File: src/boot_loader_consts.svh
// Offsets, field positions, reset values and counts of the boot stream loader
`ifndef BOOT_LOADER_CONSTS_SVH
`define BOOT_LOADER_CONSTS_SVH

// Stream length in bits and serial clock divide in reference clock cycles
`define STREAM_BITS_DEF     256
`define SERIAL_CLK_DIV_DEF  256

// APB register map, byte addresses
`define APB_ADDR_W          8
`define ADDR_CTRL           8'h00
`define ADDR_STATUS         8'h04
`define ADDR_CONFIG         8'h08
`define ADDR_STREAM_HI      3'h2
`define CTRL_HOLD_BIT       0
`define CTRL_RESET          1'b0

// Bit positions inside the serial stream
`define SB_RATIO_LSB        5
`define SB_ENDIAN           8
`define SB_NBW_LSB          9
`define SB_TIMER            11
`define SB_SYSID_LSB        16
`define SB_HALF             20
`define SB_XLATE            24
`define SB_RSV_TOP_LSB      27

// Translation buffer entry pairs
`define XLATE_PAIRS_SMALL   7'h30
`define XLATE_PAIRS_LARGE   7'h40

// Status register fields
`define ST_STATE_LSB        0
`define ST_LOADED_BIT       6
`define ST_RSV_BIT          7
`define ST_CNT_LSB          8

// Config register fields
`define CF_RATIO_LSB        0
`define CF_HALF_BIT         3
`define CF_X2_LSB           4
`define CF_END_BIT          9
`define CF_NBW_LSB          10
`define CF_TMR_BIT          12
`define CF_SYSID_LSB        13
`define CF_XLATE_BIT        15

`endif

File: src/boot_loader_pkg.sv
// Types shared by the reset sequencer and boot stream loader
package boot_loader_pkg;
    typedef enum logic [5:0] {
        ST_OFF  = 6'h01,
        ST_LOAD = 6'h02,
        ST_COLD = 6'h04,
        ST_HOLD = 6'h08,
        ST_RUN  = 6'h10,
        ST_WARM = 6'h20
    } seq_state_e;
endpackage : boot_loader_pkg

File: src/config_stream_store.sv
// Shift store for the serial boot stream with a registered word read port
`timescale 1ns/100ps
module config_stream_store #(
    parameter  int BITS  = 256,
    localparam int IDX_W = $clog2(BITS / 32)
) (
    input  logic             core_clk,
    input  logic             rst,
    input  logic             shift_en,
    input  logic             shift_bit,
    input  logic [IDX_W-1:0] rd_idx,
    output logic [31:0]      rd_word,
    output logic [31:0]      low_word
);
    logic [BITS-1:0] store_reg;
    logic [31:0]     rd_word_reg;

    generate
        if (BITS < 64 || (BITS % 32) != 0) begin : g_bad_bits
            $error("config_stream_store: BITS must be a multiple of 32, at least 64");
        end
    endgenerate

    // First bit in ends up at position 0
    always_ff @(posedge core_clk or posedge rst) begin
        if (rst) begin
            store_reg <= '0;
        end else if (shift_en) begin
            store_reg <= {shift_bit, store_reg[BITS-1:1]};
        end
    end

    always_ff @(posedge core_clk or posedge rst) begin
        if (rst) begin
            rd_word_reg <= 32'h0000_0000;
        end else begin
            rd_word_reg <= store_reg[32*rd_idx +: 32];
        end
    end

    assign rd_word  = rd_word_reg;
    assign low_word = store_reg[31:0];
endmodule : config_stream_store

File: src/reset_and_boot_mode_loader.sv
// Reset sequencer and serial boot mode loader with APB register access
`timescale 1ns/100ps
`include "boot_loader_consts.svh"
module reset_and_boot_mode_loader #(
    parameter int STREAM_BITS = `STREAM_BITS_DEF,
    parameter int CLK_DIV     = `SERIAL_CLK_DIV_DEF
) (
    input  logic                   core_clk,
    input  logic                   rst,
    input  logic                   power_good,
    input  logic                   cold_reset_n,
    input  logic                   warm_reset_n,
    input  logic                   boot_serial_in,
    input  logic                   endian_pin,
    output logic                   boot_serial_clk,
    output logic                   core_clear,
    output logic                   core_run,
    output logic                   reset_exception,
    output logic                   soft_reset_exception,
    output logic                   sys_bus_drive_en,
    output logic                   config_valid,
    output logic [2:0]             core_clock_ratio,
    output logic                   half_ratio,
    output logic [4:0]             ratio_x2,
    output logic                   endian_mode_bit,
    output logic [1:0]             nb_write_mode,
    output logic                   timer_irq_route,
    output logic [1:0]             system_id,
    output logic [6:0]             joint_xlate_buffer_pairs,
    input  logic                   psel,
    input  logic                   penable,
    input  logic                   pwrite,
    input  logic [`APB_ADDR_W-1:0] paddr,
    input  logic [31:0]            pwdata,
    output logic [31:0]            prdata,
    output logic                   pready,
    output logic                   pslverr
);
    localparam int DIV_W = $clog2(CLK_DIV);
    localparam int CNT_W = $clog2(STREAM_BITS + 1);
    localparam int IDX_W = $clog2(STREAM_BITS / 32);
    localparam logic [DIV_W-1:0] DIV_LAST = DIV_W'(CLK_DIV - 1);
    localparam logic [DIV_W-1:0] DIV_HALF = DIV_W'(CLK_DIV / 2 - 1);
    localparam logic [CNT_W-1:0] CNT_FULL = CNT_W'(STREAM_BITS);
    localparam logic [CNT_W-1:0] CNT_LAST = CNT_W'(STREAM_BITS - 1);

    generate
        if (CLK_DIV < 4 || (CLK_DIV & (CLK_DIV - 1)) != 0) begin : g_bad_div
            $error("CLK_DIV must be a power of two, at least 4");
        end
        if (STREAM_BITS < 64 || STREAM_BITS > 256 || (STREAM_BITS % 32) != 0) begin : g_bad_bits
            $error("STREAM_BITS must be a multiple of 32 from 64 to 256");
        end
    endgenerate

    boot_loader_pkg::seq_state_e state_reg;
    boot_loader_pkg::seq_state_e state_next;
    logic [DIV_W-1:0] div_reg;
    logic             clk_reg;
    logic [CNT_W-1:0] sample_cnt_reg;
    logic             sample_now;
    logic             fields_load_reg;
    logic             valid_reg;
    logic             rsv_seen_reg;
    logic             hold_reg;
    logic             clear_reg;
    logic             run_reg;
    logic             rexc_reg;
    logic             sexc_reg;
    logic             drive_reg;
    logic [2:0]       ratio_reg;
    logic             half_reg;
    logic [4:0]       x2_reg;
    logic             end_cfg_reg;
    logic             end_reg;
    logic [1:0]       nbw_reg;
    logic             tmr_reg;
    logic [1:0]       sysid_reg;
    logic             xlate_reg;
    logic [6:0]       pairs_reg;
    logic [31:0]      prdata_reg;
    logic             pready_reg;
    logic             pslverr_reg;
    logic [31:0]      store_word;
    logic [31:0]      low_word;
    logic [31:0]      rd_data;
    logic             rd_err;
    logic             apb_first;
    logic             apb_done;

    function automatic logic reserved_index(input logic [CNT_W-1:0] idx);
        reserved_index = (idx == 0) || (idx == 18) || (idx == 19) ||
                         (idx >= 21 && idx <= 23) || (idx >= `SB_RSV_TOP_LSB);
    endfunction : reserved_index

    // free running divide from power good rise
    always_ff @(posedge core_clk or posedge rst) begin
        if (rst) begin
            div_reg <= '0;
        end else if (!power_good) begin
            div_reg <= '0;
        end else begin
            div_reg <= div_reg + DIV_W'(1);
        end
    end

    // high while off, low at half period, high at wrap
    always_ff @(posedge core_clk or posedge rst) begin
        if (rst) begin
            clk_reg <= 1'b1;
        end else if (!power_good || div_reg == DIV_LAST) begin
            clk_reg <= 1'b1;
        end else if (div_reg == DIV_HALF) begin
            clk_reg <= 1'b0;
        end
    end

    // sample just before each of the first STREAM_BITS rises in load, bit 0 first
    assign sample_now = power_good && (div_reg == DIV_LAST) &&
                        (state_reg == boot_loader_pkg::ST_LOAD) && (sample_cnt_reg != CNT_FULL);

    always_ff @(posedge core_clk or posedge rst) begin
        if (rst) begin
            sample_cnt_reg <= '0;
        end else if (state_reg == boot_loader_pkg::ST_OFF) begin
            sample_cnt_reg <= '0;
        end else if (sample_now) begin
            sample_cnt_reg <= sample_cnt_reg + CNT_W'(1);
        end
    end

    // flag any one seen in a reserved position
    always_ff @(posedge core_clk or posedge rst) begin
        if (rst) begin
            rsv_seen_reg <= 1'b0;
        end else if (state_reg == boot_loader_pkg::ST_OFF) begin
            rsv_seen_reg <= 1'b0;
        end else if (sample_now && boot_serial_in && reserved_index(sample_cnt_reg)) begin
            rsv_seen_reg <= 1'b1;
        end
    end

    config_stream_store #(.BITS(STREAM_BITS)) u_store (
        .core_clk  (core_clk),
        .rst       (rst),
        .shift_en  (sample_now),
        .shift_bit (boot_serial_in),
        .rd_idx    (paddr[IDX_W+1:2]),
        .rd_word   (store_word),
        .low_word  (low_word)
    );

    // Sequencer
    always_comb begin
        state_next = state_reg;
        case (state_reg)
            boot_loader_pkg::ST_OFF:  state_next = boot_loader_pkg::ST_LOAD;
            boot_loader_pkg::ST_LOAD: begin
                if (sample_cnt_reg == CNT_FULL) begin
                    state_next = boot_loader_pkg::ST_COLD;
                end
            end
            boot_loader_pkg::ST_COLD: begin
                if (cold_reset_n) begin
                    state_next = boot_loader_pkg::ST_HOLD;
                end
            end
            boot_loader_pkg::ST_HOLD, boot_loader_pkg::ST_WARM: begin
                if (warm_reset_n && !hold_reg) begin
                    state_next = boot_loader_pkg::ST_RUN;
                end
            end
            boot_loader_pkg::ST_RUN: begin
                if (!warm_reset_n) begin
                    state_next = boot_loader_pkg::ST_WARM;
                end
            end
            default: state_next = boot_loader_pkg::ST_OFF;
        endcase
        // cold reset after load restarts without reread
        if (!cold_reset_n && state_reg != boot_loader_pkg::ST_OFF &&
            state_reg != boot_loader_pkg::ST_LOAD) begin
            state_next = boot_loader_pkg::ST_COLD;
        end
        // dropping power good restarts the whole sequence
        if (!power_good) begin
            state_next = boot_loader_pkg::ST_OFF;
        end
    end

    always_ff @(posedge core_clk or posedge rst) begin
        if (rst) begin
            state_reg <= boot_loader_pkg::ST_OFF;
        end else begin
            state_reg <= state_next;
        end
    end

    // clear during cold phases, keep state through warm reset
    always_ff @(posedge core_clk or posedge rst) begin
        if (rst) begin
            clear_reg <= 1'b1;
            run_reg   <= 1'b0;
            drive_reg <= 1'b0;
        end else begin
            clear_reg <= (state_next == boot_loader_pkg::ST_OFF) ||
                         (state_next == boot_loader_pkg::ST_LOAD) ||
                         (state_next == boot_loader_pkg::ST_COLD);
            run_reg   <= (state_next == boot_loader_pkg::ST_RUN);
            // pins stay undriven until released into run
            drive_reg <= (state_next == boot_loader_pkg::ST_RUN);
        end
    end

    // exception kind set by the phase being left
    always_ff @(posedge core_clk or posedge rst) begin
        if (rst) begin
            rexc_reg <= 1'b0;
            sexc_reg <= 1'b0;
        end else begin
            rexc_reg <= (state_reg == boot_loader_pkg::ST_HOLD) &&
                        (state_next == boot_loader_pkg::ST_RUN);
            sexc_reg <= (state_reg == boot_loader_pkg::ST_WARM) &&
                        (state_next == boot_loader_pkg::ST_RUN);
        end
    end

    // latch fields one cycle after the final bit lands
    always_ff @(posedge core_clk or posedge rst) begin
        if (rst) begin
            fields_load_reg <= 1'b0;
            valid_reg       <= 1'b0;
        end else begin
            fields_load_reg <= sample_now && (sample_cnt_reg == CNT_LAST);
            if (state_reg == boot_loader_pkg::ST_OFF) begin
                valid_reg <= 1'b0;
            end else if (fields_load_reg) begin
                valid_reg <= 1'b1;
            end
        end
    end

    always_ff @(posedge core_clk or posedge rst) begin
        if (rst) begin
            ratio_reg   <= 3'h0;
            half_reg    <= 1'b0;
            x2_reg      <= 5'h04;
            end_cfg_reg <= 1'b0;
            nbw_reg     <= 2'h0;
            tmr_reg     <= 1'b0;
            sysid_reg   <= 2'h0;
            xlate_reg   <= 1'b0;
            pairs_reg   <= `XLATE_PAIRS_SMALL;
        end else if (fields_load_reg) begin
            ratio_reg <= low_word[`SB_RATIO_LSB +: 3];
            half_reg  <= low_word[`SB_HALF];
            if (low_word[`SB_HALF] && low_word[`SB_RATIO_LSB] &&
                low_word[`SB_RATIO_LSB +: 3] != 3'h1) begin
                x2_reg <= {2'h0, low_word[`SB_RATIO_LSB +: 3]} + 5'h02;
            end else begin
                x2_reg <= {1'b0, low_word[`SB_RATIO_LSB +: 3], 1'b0} + 5'h04;
            end
            end_cfg_reg <= low_word[`SB_ENDIAN];
            nbw_reg     <= low_word[`SB_NBW_LSB +: 2];
            tmr_reg     <= low_word[`SB_TIMER];
            sysid_reg   <= low_word[`SB_SYSID_LSB +: 2];
            xlate_reg   <= low_word[`SB_XLATE];
            pairs_reg   <= low_word[`SB_XLATE] ? `XLATE_PAIRS_LARGE : `XLATE_PAIRS_SMALL;
        end
    end

    always_ff @(posedge core_clk or posedge rst) begin
        if (rst) begin
            end_reg <= 1'b0;
        end else begin
            end_reg <= end_cfg_reg | endian_pin;
        end
    end

    // APB slave: answer one cycle into the access phase
    assign apb_first = psel && penable && !pready_reg;
    assign apb_done  = psel && penable && pready_reg;

    always_comb begin
        rd_data = 32'h0000_0000;
        rd_err  = 1'b0;
        if (paddr == `ADDR_CTRL) begin
            rd_data[`CTRL_HOLD_BIT] = hold_reg;
        end else if (paddr == `ADDR_STATUS) begin
            rd_data[`ST_STATE_LSB +: 6]  = state_reg;
            rd_data[`ST_LOADED_BIT]      = valid_reg;
            rd_data[`ST_RSV_BIT]         = rsv_seen_reg;
            rd_data[`ST_CNT_LSB +: CNT_W] = sample_cnt_reg;
        end else if (paddr == `ADDR_CONFIG) begin
            rd_data[`CF_RATIO_LSB +: 3] = ratio_reg;
            rd_data[`CF_HALF_BIT]       = half_reg;
            rd_data[`CF_X2_LSB +: 5]    = x2_reg;
            rd_data[`CF_END_BIT]        = end_reg;
            rd_data[`CF_NBW_LSB +: 2]   = nbw_reg;
            rd_data[`CF_TMR_BIT]        = tmr_reg;
            rd_data[`CF_SYSID_LSB +: 2] = sysid_reg;
            rd_data[`CF_XLATE_BIT]      = xlate_reg;
        end else if (paddr[7:5] == `ADDR_STREAM_HI && paddr[1:0] == 2'h0 &&
                     int'(paddr[4:2]) < STREAM_BITS / 32) begin
            rd_data = store_word;
        end else begin
            rd_err = 1'b1;
        end
    end

    always_ff @(posedge core_clk or posedge rst) begin
        if (rst) begin
            pready_reg  <= 1'b0;
            prdata_reg  <= 32'h0000_0000;
            pslverr_reg <= 1'b0;
        end else begin
            pready_reg <= apb_first;
            if (apb_first) begin
                prdata_reg  <= (pwrite || rd_err) ? 32'h0000_0000 : rd_data;
                pslverr_reg <= rd_err;
            end else if (apb_done) begin
                pslverr_reg <= 1'b0;
            end
        end
    end

    always_ff @(posedge core_clk or posedge rst) begin
        if (rst) begin
            hold_reg <= `CTRL_RESET;
        end else if (apb_done && pwrite && paddr == `ADDR_CTRL) begin
            hold_reg <= pwdata[`CTRL_HOLD_BIT];
        end
    end

    // Checks on the sequencer and loader
    localparam int             CHK_W    = DIV_W + 1;
    localparam logic [DIV_W:0] GAP_LAST = CHK_W'(CLK_DIV - 1);
    localparam logic [DIV_W:0] GAP_FULL = CHK_W'(CLK_DIV);
    logic [DIV_W:0] gap_reg;
    logic [DIV_W:0] pg_cnt_reg;
    logic           clk_prev_reg;
    logic           seen_rise_reg;
    wire            rise_now = clk_reg && !clk_prev_reg;

    always_ff @(posedge core_clk or posedge rst) begin
        if (rst) begin
            gap_reg       <= '0;
            pg_cnt_reg    <= '0;
            clk_prev_reg  <= 1'b1;
            seen_rise_reg <= 1'b0;
        end else begin
            clk_prev_reg  <= clk_reg;
            gap_reg       <= (rise_now || !power_good) ? '0 : gap_reg + CHK_W'(1);
            // Cycles since power good rose, saturating after one period
            if (!power_good) begin
                pg_cnt_reg <= '0;
            end else if (pg_cnt_reg != GAP_FULL) begin
                pg_cnt_reg <= pg_cnt_reg + CHK_W'(1);
            end
            seen_rise_reg <= power_good && (seen_rise_reg || rise_now);
        end
    end

    assign boot_serial_clk          = clk_reg;
    assign core_clear               = clear_reg;
    assign core_run                 = run_reg;
    assign reset_exception          = rexc_reg;
    assign soft_reset_exception     = sexc_reg;
    assign sys_bus_drive_en         = drive_reg;
    assign config_valid             = valid_reg;
    assign core_clock_ratio         = ratio_reg;
    assign half_ratio               = half_reg;
    assign ratio_x2                 = x2_reg;
    assign endian_mode_bit          = end_reg;
    assign nb_write_mode            = nbw_reg;
    assign timer_irq_route          = tmr_reg;
    assign system_id                = sysid_reg;
    assign joint_xlate_buffer_pairs = pairs_reg;
    assign prdata                   = prdata_reg;
    assign pready                   = pready_reg;
    assign pslverr                  = pslverr_reg;
endmodule : reset_and_boot_mode_loader

File: config.mk
export PLATFORM = sky130hd
export DESIGN_NAME = reset_and_boot_mode_loader
export DESIGN_NICKNAME = d
export VERILOG_FILES = /design/src/boot_loader_pkg.sv /design/src/config_stream_store.sv /design/src/reset_and_boot_mode_loader.sv
export VERILOG_INCLUDE_DIRS = /design/src /design/src/src
export SDC_FILE = /design/constraint.sdc
export NUM_CORES = 1
export LEC_CHECK = 0
export CORE_ASPECT_RATIO = 1.75
export CORE_MARGIN = 2
export CORE_UTILIZATION = 60
export DETAILED_ROUTE_END_ITERATION = 16
export DONT_BUFFER_PORTS = 1
export GPL_ROUTABILITY_DRIVEN = 0
export PLACE_DENSITY = 0.82
export SLEW_MARGIN = 20
export SYNTH_ARGS = -nofsm -noshare
export SYNTH_HDL_FRONTEND = slang
export SYNTH_HIERARCHICAL = 1
export SYNTH_SLANG_ARGS = --single-unit
File: constraint.sdc
create_clock -name core_clk -period 17 [get_ports core_clk]
set_input_delay 2.55 -clock core_clk [delete_from_list [all_inputs] [get_ports core_clk]]
set_output_delay 2.55 -clock core_clk [all_outputs]
set_load 0.1 [all_outputs]
==> impl_metrics.ini, run 1 <==
[setup_path]
critPathSlowestCell = buf_4
path_max_fanout = 82
cp-end-kind = flop
slowest_delay_ns = 0.88
path_cells = nand2_1 > or3_1 > nor2_4 > buf_4 > mux2_2
critical_path_class = in2reg
arrival_ns = 5.26
cp.required_ns = 17.45
path_buf_inv = 1
critical-path-top-delay-family = simple AND/OR/NAND/NOR gates
critPathLaunchType = primary input

[yosys]
ys_warn_count = 6
synth_cells = 1099
synth_area_per_cell_um2 = 15.1
syn-cell-area_um2 = 16600

[sta]
tightest_slew_ns = 1.07
clock_skew_ns = 0.0130
fmax_mhz = 208
setup_ws_ns = 12.19
hold_ws_ns = 0.469
rsz0062_at_grt = false
maxSlewViolCount = 0
tns_ns = 0
slew_headroom_pct = 28.8
fin_crit_ns = 4.81
post-route-period-util_pct = 28.3
hold_violations = 0
finalSetupViolCount = 0

[power_and_ir_drop]
power.leakage_nw = 8.55
peakVddDrop_v = 0.0000676
powerDensity_nw_per_um2 = 97.7

[clock_network]
clk_path_buf_depth = 3
path_clk_slew_ns = 0.07
cts_tree = done
postCtsSetupRepairBufs = 0
cts_sinks = 372
htree_levels = 1
clock_latency_ns = 0.56
cts_hold_buf = 0
cts_buffers = 31
root_buffer = clkbuf_16
cts.repair.resized = 0

[floorplanning]
die_height_um = 224
fp.dieW_um = 130
initial_core_util_pct = 60.9
rows = 80
io_pins = 113
die_area_um2 = 29000
design.core.area_um2 = 27200

[route]
drt_iter0_drc = 591
drc = 0
drt_first_pass_iters = 4
via_count = 9288
antenna_left = 0
vias_per_cell = 6.39
wirelength_um = 33700
routedWlPerCell_um = 23.2

[status]
status = finished, final reports clean

[finish]
drive_gt1_share_pct = 38.7
area_growth_pct = 7.07
layout_commonest_cell = dfrtp_1
finish.utilization_pct = 65.2
final_cell_mix = dfrtp_1 (366), mux2_2 (300), mux4_1 (40), a21oi_1 (32), clkbuf_16 (31)
largest_register_ffs = 256
nets = 1117

[place]
portBuffers = 0
pre_cts_ws_ns = 11.63
dp_hpwl_um = 21700

[worst_hold_path]
hp-class = reg2reg

[global_routing]
grt_pass1_vias = 10000
track_usage_pct = 23.8
grt_max_degree = 141
grt_antenna_before_repair = 1
grt_pass1_wl_um = 54200
overflow = 0

[run]
max_cap_viol_count = 0
final cells by class:
type	count	area, um^2
Fill cell	1847	9470
Sequential cell	372	9320
Multi-Input combinational cell	627	6750
Clock buffer	43	901
Tap cell	369	462
Clock inverter	14	156
Timing Repair Buffer	13	101
Inverter	15	65.1
Antenna cell	1	2.50
report_power, final:
part	switching [mW]	total, mW	internal (mW)
sequential	0.0215	0.913	0.891
clock	0.319	0.735	0.416
combinational	0.0592	0.0866	0.0274
total	0.400	1.73	1.33
through the flow:
stage	area (um^2)	cells	power [mW]
after global routing	17700	1453	1.79
after CTS	17700	1453	1.74
after global placement	16700	1396	1.01
after floorplan	16600	1102	0.998
final	17800	1454	1.73
after detailed placement	16700	1396	1.01
per-layer routing:
layer	vias up	global-route usage [%]	part of all wire, %
li1	4035	-	-
met1	4863	28.2	37
met2	282	40.9	52
met3	108	3.99	4.9
met4	0	13.1	5.7
met5	-	0	0
final timing paths:
path                                               start                           endpoint  slack (ns)  cells past startpoint
max reg2reg                       state_reg[2]$_DFF_PP0_  u_store/store_reg[88]$_DFFE_PP0P_       13.10                      5
min                        u_store/rd_word[25]$_DFF_PP0_             prdata[25]$_DFFE_PP0P_        0.47                      1
max                                           power_good  u_store/store_reg[88]$_DFFE_PP0P_       12.19                      5
max in group asynchronous                            rst  u_store/store_reg[65]$_DFFE_PP0P_       12.82                      3
min in group asynchronous                            rst             prdata[21]$_DFFE_PP0P_        1.79                      1
min reg2reg                u_store/rd_word[25]$_DFF_PP0_             prdata[25]$_DFFE_PP0P_        0.47                      1
worst register-to-register path, cell delays in order (launching register included):
cell and delay (ns):
dfrtp_1 0.59, or4b_1 0.70, a311o_1 0.36, nor2_4 0.73
buf_4 0.91, mux2_2 0.50
(Power assumes the default switching activity.)
==> run 2, diff against run 1 <==
--- a/config.mk
+++ b/config.mk
@@ -6,6 +6,7 @@
 export SDC_FILE = /design/constraint.sdc
 export NUM_CORES = 1
 export LEC_CHECK = 0
+export ABC_AREA = 1
 export CORE_ASPECT_RATIO = 1.75
 export CORE_MARGIN = 2
 export CORE_UTILIZATION = 60
==> constraint.sdc (replaced) <==
create_clock -name core_clk -period 4.7 [get_ports core_clk]
set_input_delay 0.705 -clock core_clk [delete_from_list [all_inputs] [get_ports core_clk]]
set_output_delay 0.705 -clock core_clk [all_outputs]
set_load 0.1 [all_outputs]
==> run 2 against run 1 <==
Global-route usage up 3.3 points; count of clock-buffer cells in the layout is 4 higher; area after synthesis increased by 8.0%; highest routed layer unchanged; cell area rose by 6.1%; sequential power grew to 3.6 times the previous value; critical endpoint is now u_store/store_reg[148]$_DFFE_PP0P_; register-to-register slack got worse by 11 ns; final cell count increased by 81%.
==> impl_metrics.ini, run 2 <==
[status]
status = finished, final reports clean

[route]
wirelength_um = 41400
routedWlPerCell_um = 15.8
drt_iter0_drc = 1147
antenna_left = 0
via_count = 14400
vias_per_cell = 5.50
drc = 0
drt_first_pass_iters = 5

[setup_path]
cp.required_ns = 5.14
reg2reg_to = u_store/store_reg[148]$_DFFE_PP0P_
critical_path_class = reg2reg
r2r_slack_ns = 1.82
reg2reg_from = sample_cnt_reg[0]$_DFFE_PP0P_
cp-end-kind = flop
arrival_ns = 3.32
reg2regPathDepth = 8
path_max_fanout = 192
critPathLaunchType = flop

[sta]
maxSlewViolCount = 0
tns_ns = 0
hold_violations = 0
fmax_mhz = 347
finalSetupViolCount = 0
tightest_slew_ns = 1.09
slew_headroom_pct = 27.3
post-route-period-util_pct = 61.2
rsz0062_at_grt = false
fin_crit_ns = 2.88
clock_skew_ns = 0.0142

[finish]
multi_input_area_um2 = 6430
layout_commonest_cell = nand2_1
nets = 2275
drive_gt1_share_pct = 4.95
final_cells = 2625
area_growth_pct = 5.26
num_antenna_cells = 0
n_fill_cell = 2328
finish.utilization_pct = 64.1
largest_register_ffs = 256
register_area_um2 = 9320
final_cell_mix = nand2_1 (792), dfrtp_1 (366), inv_1 (338), o21ai_1 (191), nand3_1 (159)

[worst_hold_path]
hp-class = in2reg
min_to = state_reg[0]$_DFF_PP1_
whs_path_depth = 1
hp-start = power_good

[global_routing]
grt_max_degree = 193
grt_pass1_vias = 14400
track_usage_pct = 27.2
overflow = 0
grt_pass1_wl_um = 68900
grt_antenna_before_repair = 0

[floorplanning]
fp.dieW_um = 135
die_area_um2 = 31300
rows = 83
io_pins = 113
initial_core_util_pct = 60.9
design.core.area_um2 = 29400
die_height_um = 232

[clock_network]
cts_tree = done
clock_latency_ns = 0.52
cts.repair.resized = 0
clk_path_buf_depth = 3
root_buffer = clkbuf_16
htree_levels = 2
cts_hold_buf = 0
path_clk_slew_ns = 0.07
cts_sinks = 372
postCtsSetupRepairBufs = 0
cts_buffers = 34

[place]
dp_hpwl_um = 26500
portBuffers = 0
place_inst = 2564

[power_and_ir_drop]
peakVddDrop_v = 0.000296
power.leakage_nw = 9.35
powerDensity_nw_per_um2 = 346

[run]
max_cap_viol_count = 0

[yosys]
syn-cell-area_um2 = 17900
synth_area_per_cell_um2 = 7.76
ys_warn_count = 6
synth_cells = 2307
-- run 2: layout make-up --
| cell class | count | area share [%] |
|---|---|---|
| clock buffers | 47 | 5.33 |
| clock inverters | 14 | 0.797 |
| inverters | 345 | 6.92 |
| multi-input cells | 1450 | 34.1 |
| flip-flops and latches | 372 | 49.4 |
| well taps | 382 | 2.54 |
| repair buffers | 15 | 0.863 |
-- run 2: power by group --
part,leakage (nW),switching [mW],internal (mW)
registers,3.73,0.0554,3.24
clock network,0.570,1.19,1.67
logic,5.05,0.273,0.0932
-- run 2: worst max-delay path by stage --
stage / end / from / cells after the start
2_1_floorplan: u_store/rd_word[0]$_DFF_PP0_ / rst / 1
3_3_place_gp: u_store/store_reg[180]$_DFFE_PP0P_ / sample_cnt_reg[0]$_DFFE_PP0P_ / 8
3_5_place_dp: u_store/store_reg[148]$_DFFE_PP0P_ / sample_cnt_reg[0]$_DFFE_PP0P_ / 8
4_1_cts: u_store/store_reg[148]$_DFFE_PP0P_ / sample_cnt_reg[0]$_DFFE_PP0P_ / 8
5_1_grt: u_store/store_reg[127]$_DFFE_PP0P_ / state_reg[2]$_DFF_PP0_ / 7
6_report: u_store/store_reg[148]$_DFFE_PP0P_ / sample_cnt_reg[0]$_DFFE_PP0P_ / 8
-- run 2: critical path, cell delays in order (launching register included) --
cell     delay, ns
dfrtp_1       0.43
inv_1         0.17
ha_1          0.25
nand4_1       0.24
nand4_1       0.22
nor2_4        0.53
buf_12        0.61
nand2_1       0.18
o21ai_1       0.13
-- run 2: metrics by stage --
step	setup slack, ns	power [mW]	area (um^2)	hold slack, ns
2_1_floorplan	0.176	3.66	17900	0.432
3_3_place_gp	1.93	3.71	17700	0.445
3_5_place_dp	1.87	3.72	17700	0.461
4_1_cts	1.86	6.57	18800	0.204
5_1_grt	1.52	6.75	18800	0.203
6_report	1.82	6.52	18800	0.221
-- run 2: metal layers --
| metal | global-route usage (%) | wire [um] | up-vias | part of all wire (%) |
|---|---|---|---|---|
| li1 | - | - | 6914 | - |
| met2 | 48.1 | 21400 | 471 | 52 |
| met1 | 30.8 | 15500 | 6937 | 37 |
| met4 | 14.7 | 2130 | 0 | 5.1 |
| met5 | 0 | 0 | - | 0 |
| met3 | 4.95 | 2380 | 120 | 5.7 |
==> run 3, diff against run 2 <==
==> constraint.sdc (replaced) <==
create_clock -name core_clk -period 2.8 [get_ports core_clk]
set_input_delay 0.42 -clock core_clk [delete_from_list [all_inputs] [get_ports core_clk]]
set_output_delay 0.42 -clock core_clk [all_outputs]
set_load 0.1 [all_outputs]
==> run 3 against run 2 <==
Wire length grew 1.7%; final cell count is 1.2% higher; fmax up 20%; die area did not move; highest routed layer unchanged.
==> impl_metrics.ini, run 3 (synthesis gave the netlist of run 2 again) <==
[sta]
fin_crit_ns = 2.39
finalSetupViolCount = 0
rsz0062_at_grt = false
tns_ns = 0
setup_ws_ns = 0.407
clock_skew_ns = 0.0167
hold_violations = 0
maxSlewViolCount = 0
post-route-period-util_pct = 85.5
fmax_mhz = 418
slew_headroom_pct = 30.6
tightest_slew_ns = 1.04
hold_ws_ns = 0.0248

[finish]
layout_commonest_cell = nand2_1
num_antenna_cells = 0
final_area_um2 = 19300
final_cells = 2656
nets = 2307
drive_gt1_share_pct = 6.20
final_cell_mix = nand2_1 (792), dfrtp_1 (366), inv_1 (338), o21ai_1 (191), nand3_1 (159)
finish.utilization_pct = 65.6
area_growth_pct = 7.70
n_fill_cell = 2263
largest_register_ffs = 256

[setup_path]
reg2regPathDepth = 8
slowest_delay_ns = 0.43
reg2reg_to = u_store/store_reg[76]$_DFFE_PP0P_
reg2reg_from = sample_cnt_reg[0]$_DFFE_PP0P_
critical_path_class = reg2reg
critPathLaunchType = flop
cp.required_ns = 3.18
r2r_slack_ns = 0.41
crit_start = sample_cnt_reg[0]$_DFFE_PP0P_
critPathSlowestCell = dfrtp_1
arrival_ns = 2.78
path_cells = inv_1 > ha_1 > nand4_1 > nand4_1 > nor2_4 > buf_12 > buf_12 > o21ai_0
cp-end-kind = flop
path_max_fanout = 71

[route]
routedWlPerCell_um = 15.9
drc = 0
antenna_left = 0
wirelength_um = 42100
drt_iter0_drc = 1175
vias_per_cell = 5.50
via_count = 14600
drt_first_pass_iters = 6

[worst_hold_path]
whs_path_depth = 2
hp-start = power_good
min_to = state_reg[2]$_DFF_PP0_
hp-class = in2reg

[global_routing]
grt_pass1_vias = 14900
track_usage_pct = 27.6
grt_antenna_before_repair = 0
grt_max_degree = 149
grt_pass1_wl_um = 70100
overflow = 0

[floorplanning]
io_pins = 113
fp.dieW_um = 135
rows = 83
die_area_um2 = 31300
die_height_um = 232
initial_core_util_pct = 60.9
design.core.area_um2 = 29400

[power_and_ir_drop]
comb_power_share_pct = 5.7
power.leakage_nw = 9.59
finalPower_mw = 11.3
p_clk_share_pct = 45.5
peakVddDrop_v = 0.000543
power_frac_seq_pct = 48.8
swShare_pct = 22.9
cellInternalPower_mw = 8.72
powerDensity_nw_per_um2 = 587
p_switching_mw = 2.59

[clock_network]
cts_buffers = 34
path_clk_slew_ns = 0.07
htree_levels = 2
root_buffer = clkbuf_16
cts_sinks = 372
cts_tree = done
clk_path_buf_depth = 3
clock_latency_ns = 0.53
cts.repair.resized = 0

[status]
status = finished, final reports clean

[place]
dp_hpwl_um = 27100
place_inst = 2592
pre_cts_ws_ns = 0.510
portBuffers = 0
placed_area_um2 = 18000

[run]
max_cap_viol_count = 0
==> run 3: worst max-delay path: cells and delay by family, from the launching register on <==
family                   cells  cell delay, ns
buffers and inverters        3            0.69
AND/OR/NAND/NOR              3            0.63
flip-flops                   1            0.43
adder cells (fa/ha/maj)      1            0.25
AO/OA/AOI/OAI                1            0.16
==> run 3: power by group through the flow <==
stage / registers, mW / clock network [mW] / logic, mW
final: 5.52 / 5.14 / 0.646
after global routing: 5.52 / 5.41 / 0.730
after CTS: 5.52 / 5.21 / 0.646
after detailed placement: 5.62 / 0 / 0.635
after global placement: 5.62 / 0 / 0.623
after floorplan: 5.61 / 0 / 0.537
==> run 3: what timing repair did <==
action,CTS,global route
hold endpoints to repair,63,0
hold buffers,4,0
buffers inserted,0,0
==> run 3: metal layers <==
| metal | global-route usage (%) | vias up | wire length (um) |
|---|---|---|---|
| li1 | - | 6961 | - |
| met4 | 16.6 | 0 | 2440 |
| met2 | 48.6 | 499 | 21500 |
| met3 | 4.64 | 144 | 2460 |
| met5 | 0 | - | 0 |
| met1 | 31.0 | 6997 | 15800 |
==> run 3: worst max path at each step <==
stage                                                    end  slack, ns
after global placement     u_store/store_reg[93]$_DFFE_PP0P_       0.55
after detailed placement   u_store/store_reg[76]$_DFFE_PP0P_       0.51
after global routing      u_store/store_reg[106]$_DFFE_PP0P_       0.24
final                      u_store/store_reg[76]$_DFFE_PP0P_       0.41
after CTS                  u_store/store_reg[76]$_DFFE_PP0P_       0.47
after floorplan                 u_store/rd_word[0]$_DFF_PP0_      -1.44
==> run 3: cell type report <==
cell class | instances | area, um^2 | share of cell area, %
timing repair buffer | 47 | 500 | 2.60
clock buffer | 49 | 1060 | 5.50
sequential | 372 | 9320 | 48.3
multi-input combinational | 1450 | 6430 | 33.3
tap | 382 | 478 | 2.48
inverter | 345 | 1300 | 6.76
clock inverter | 11 | 191 | 0.993
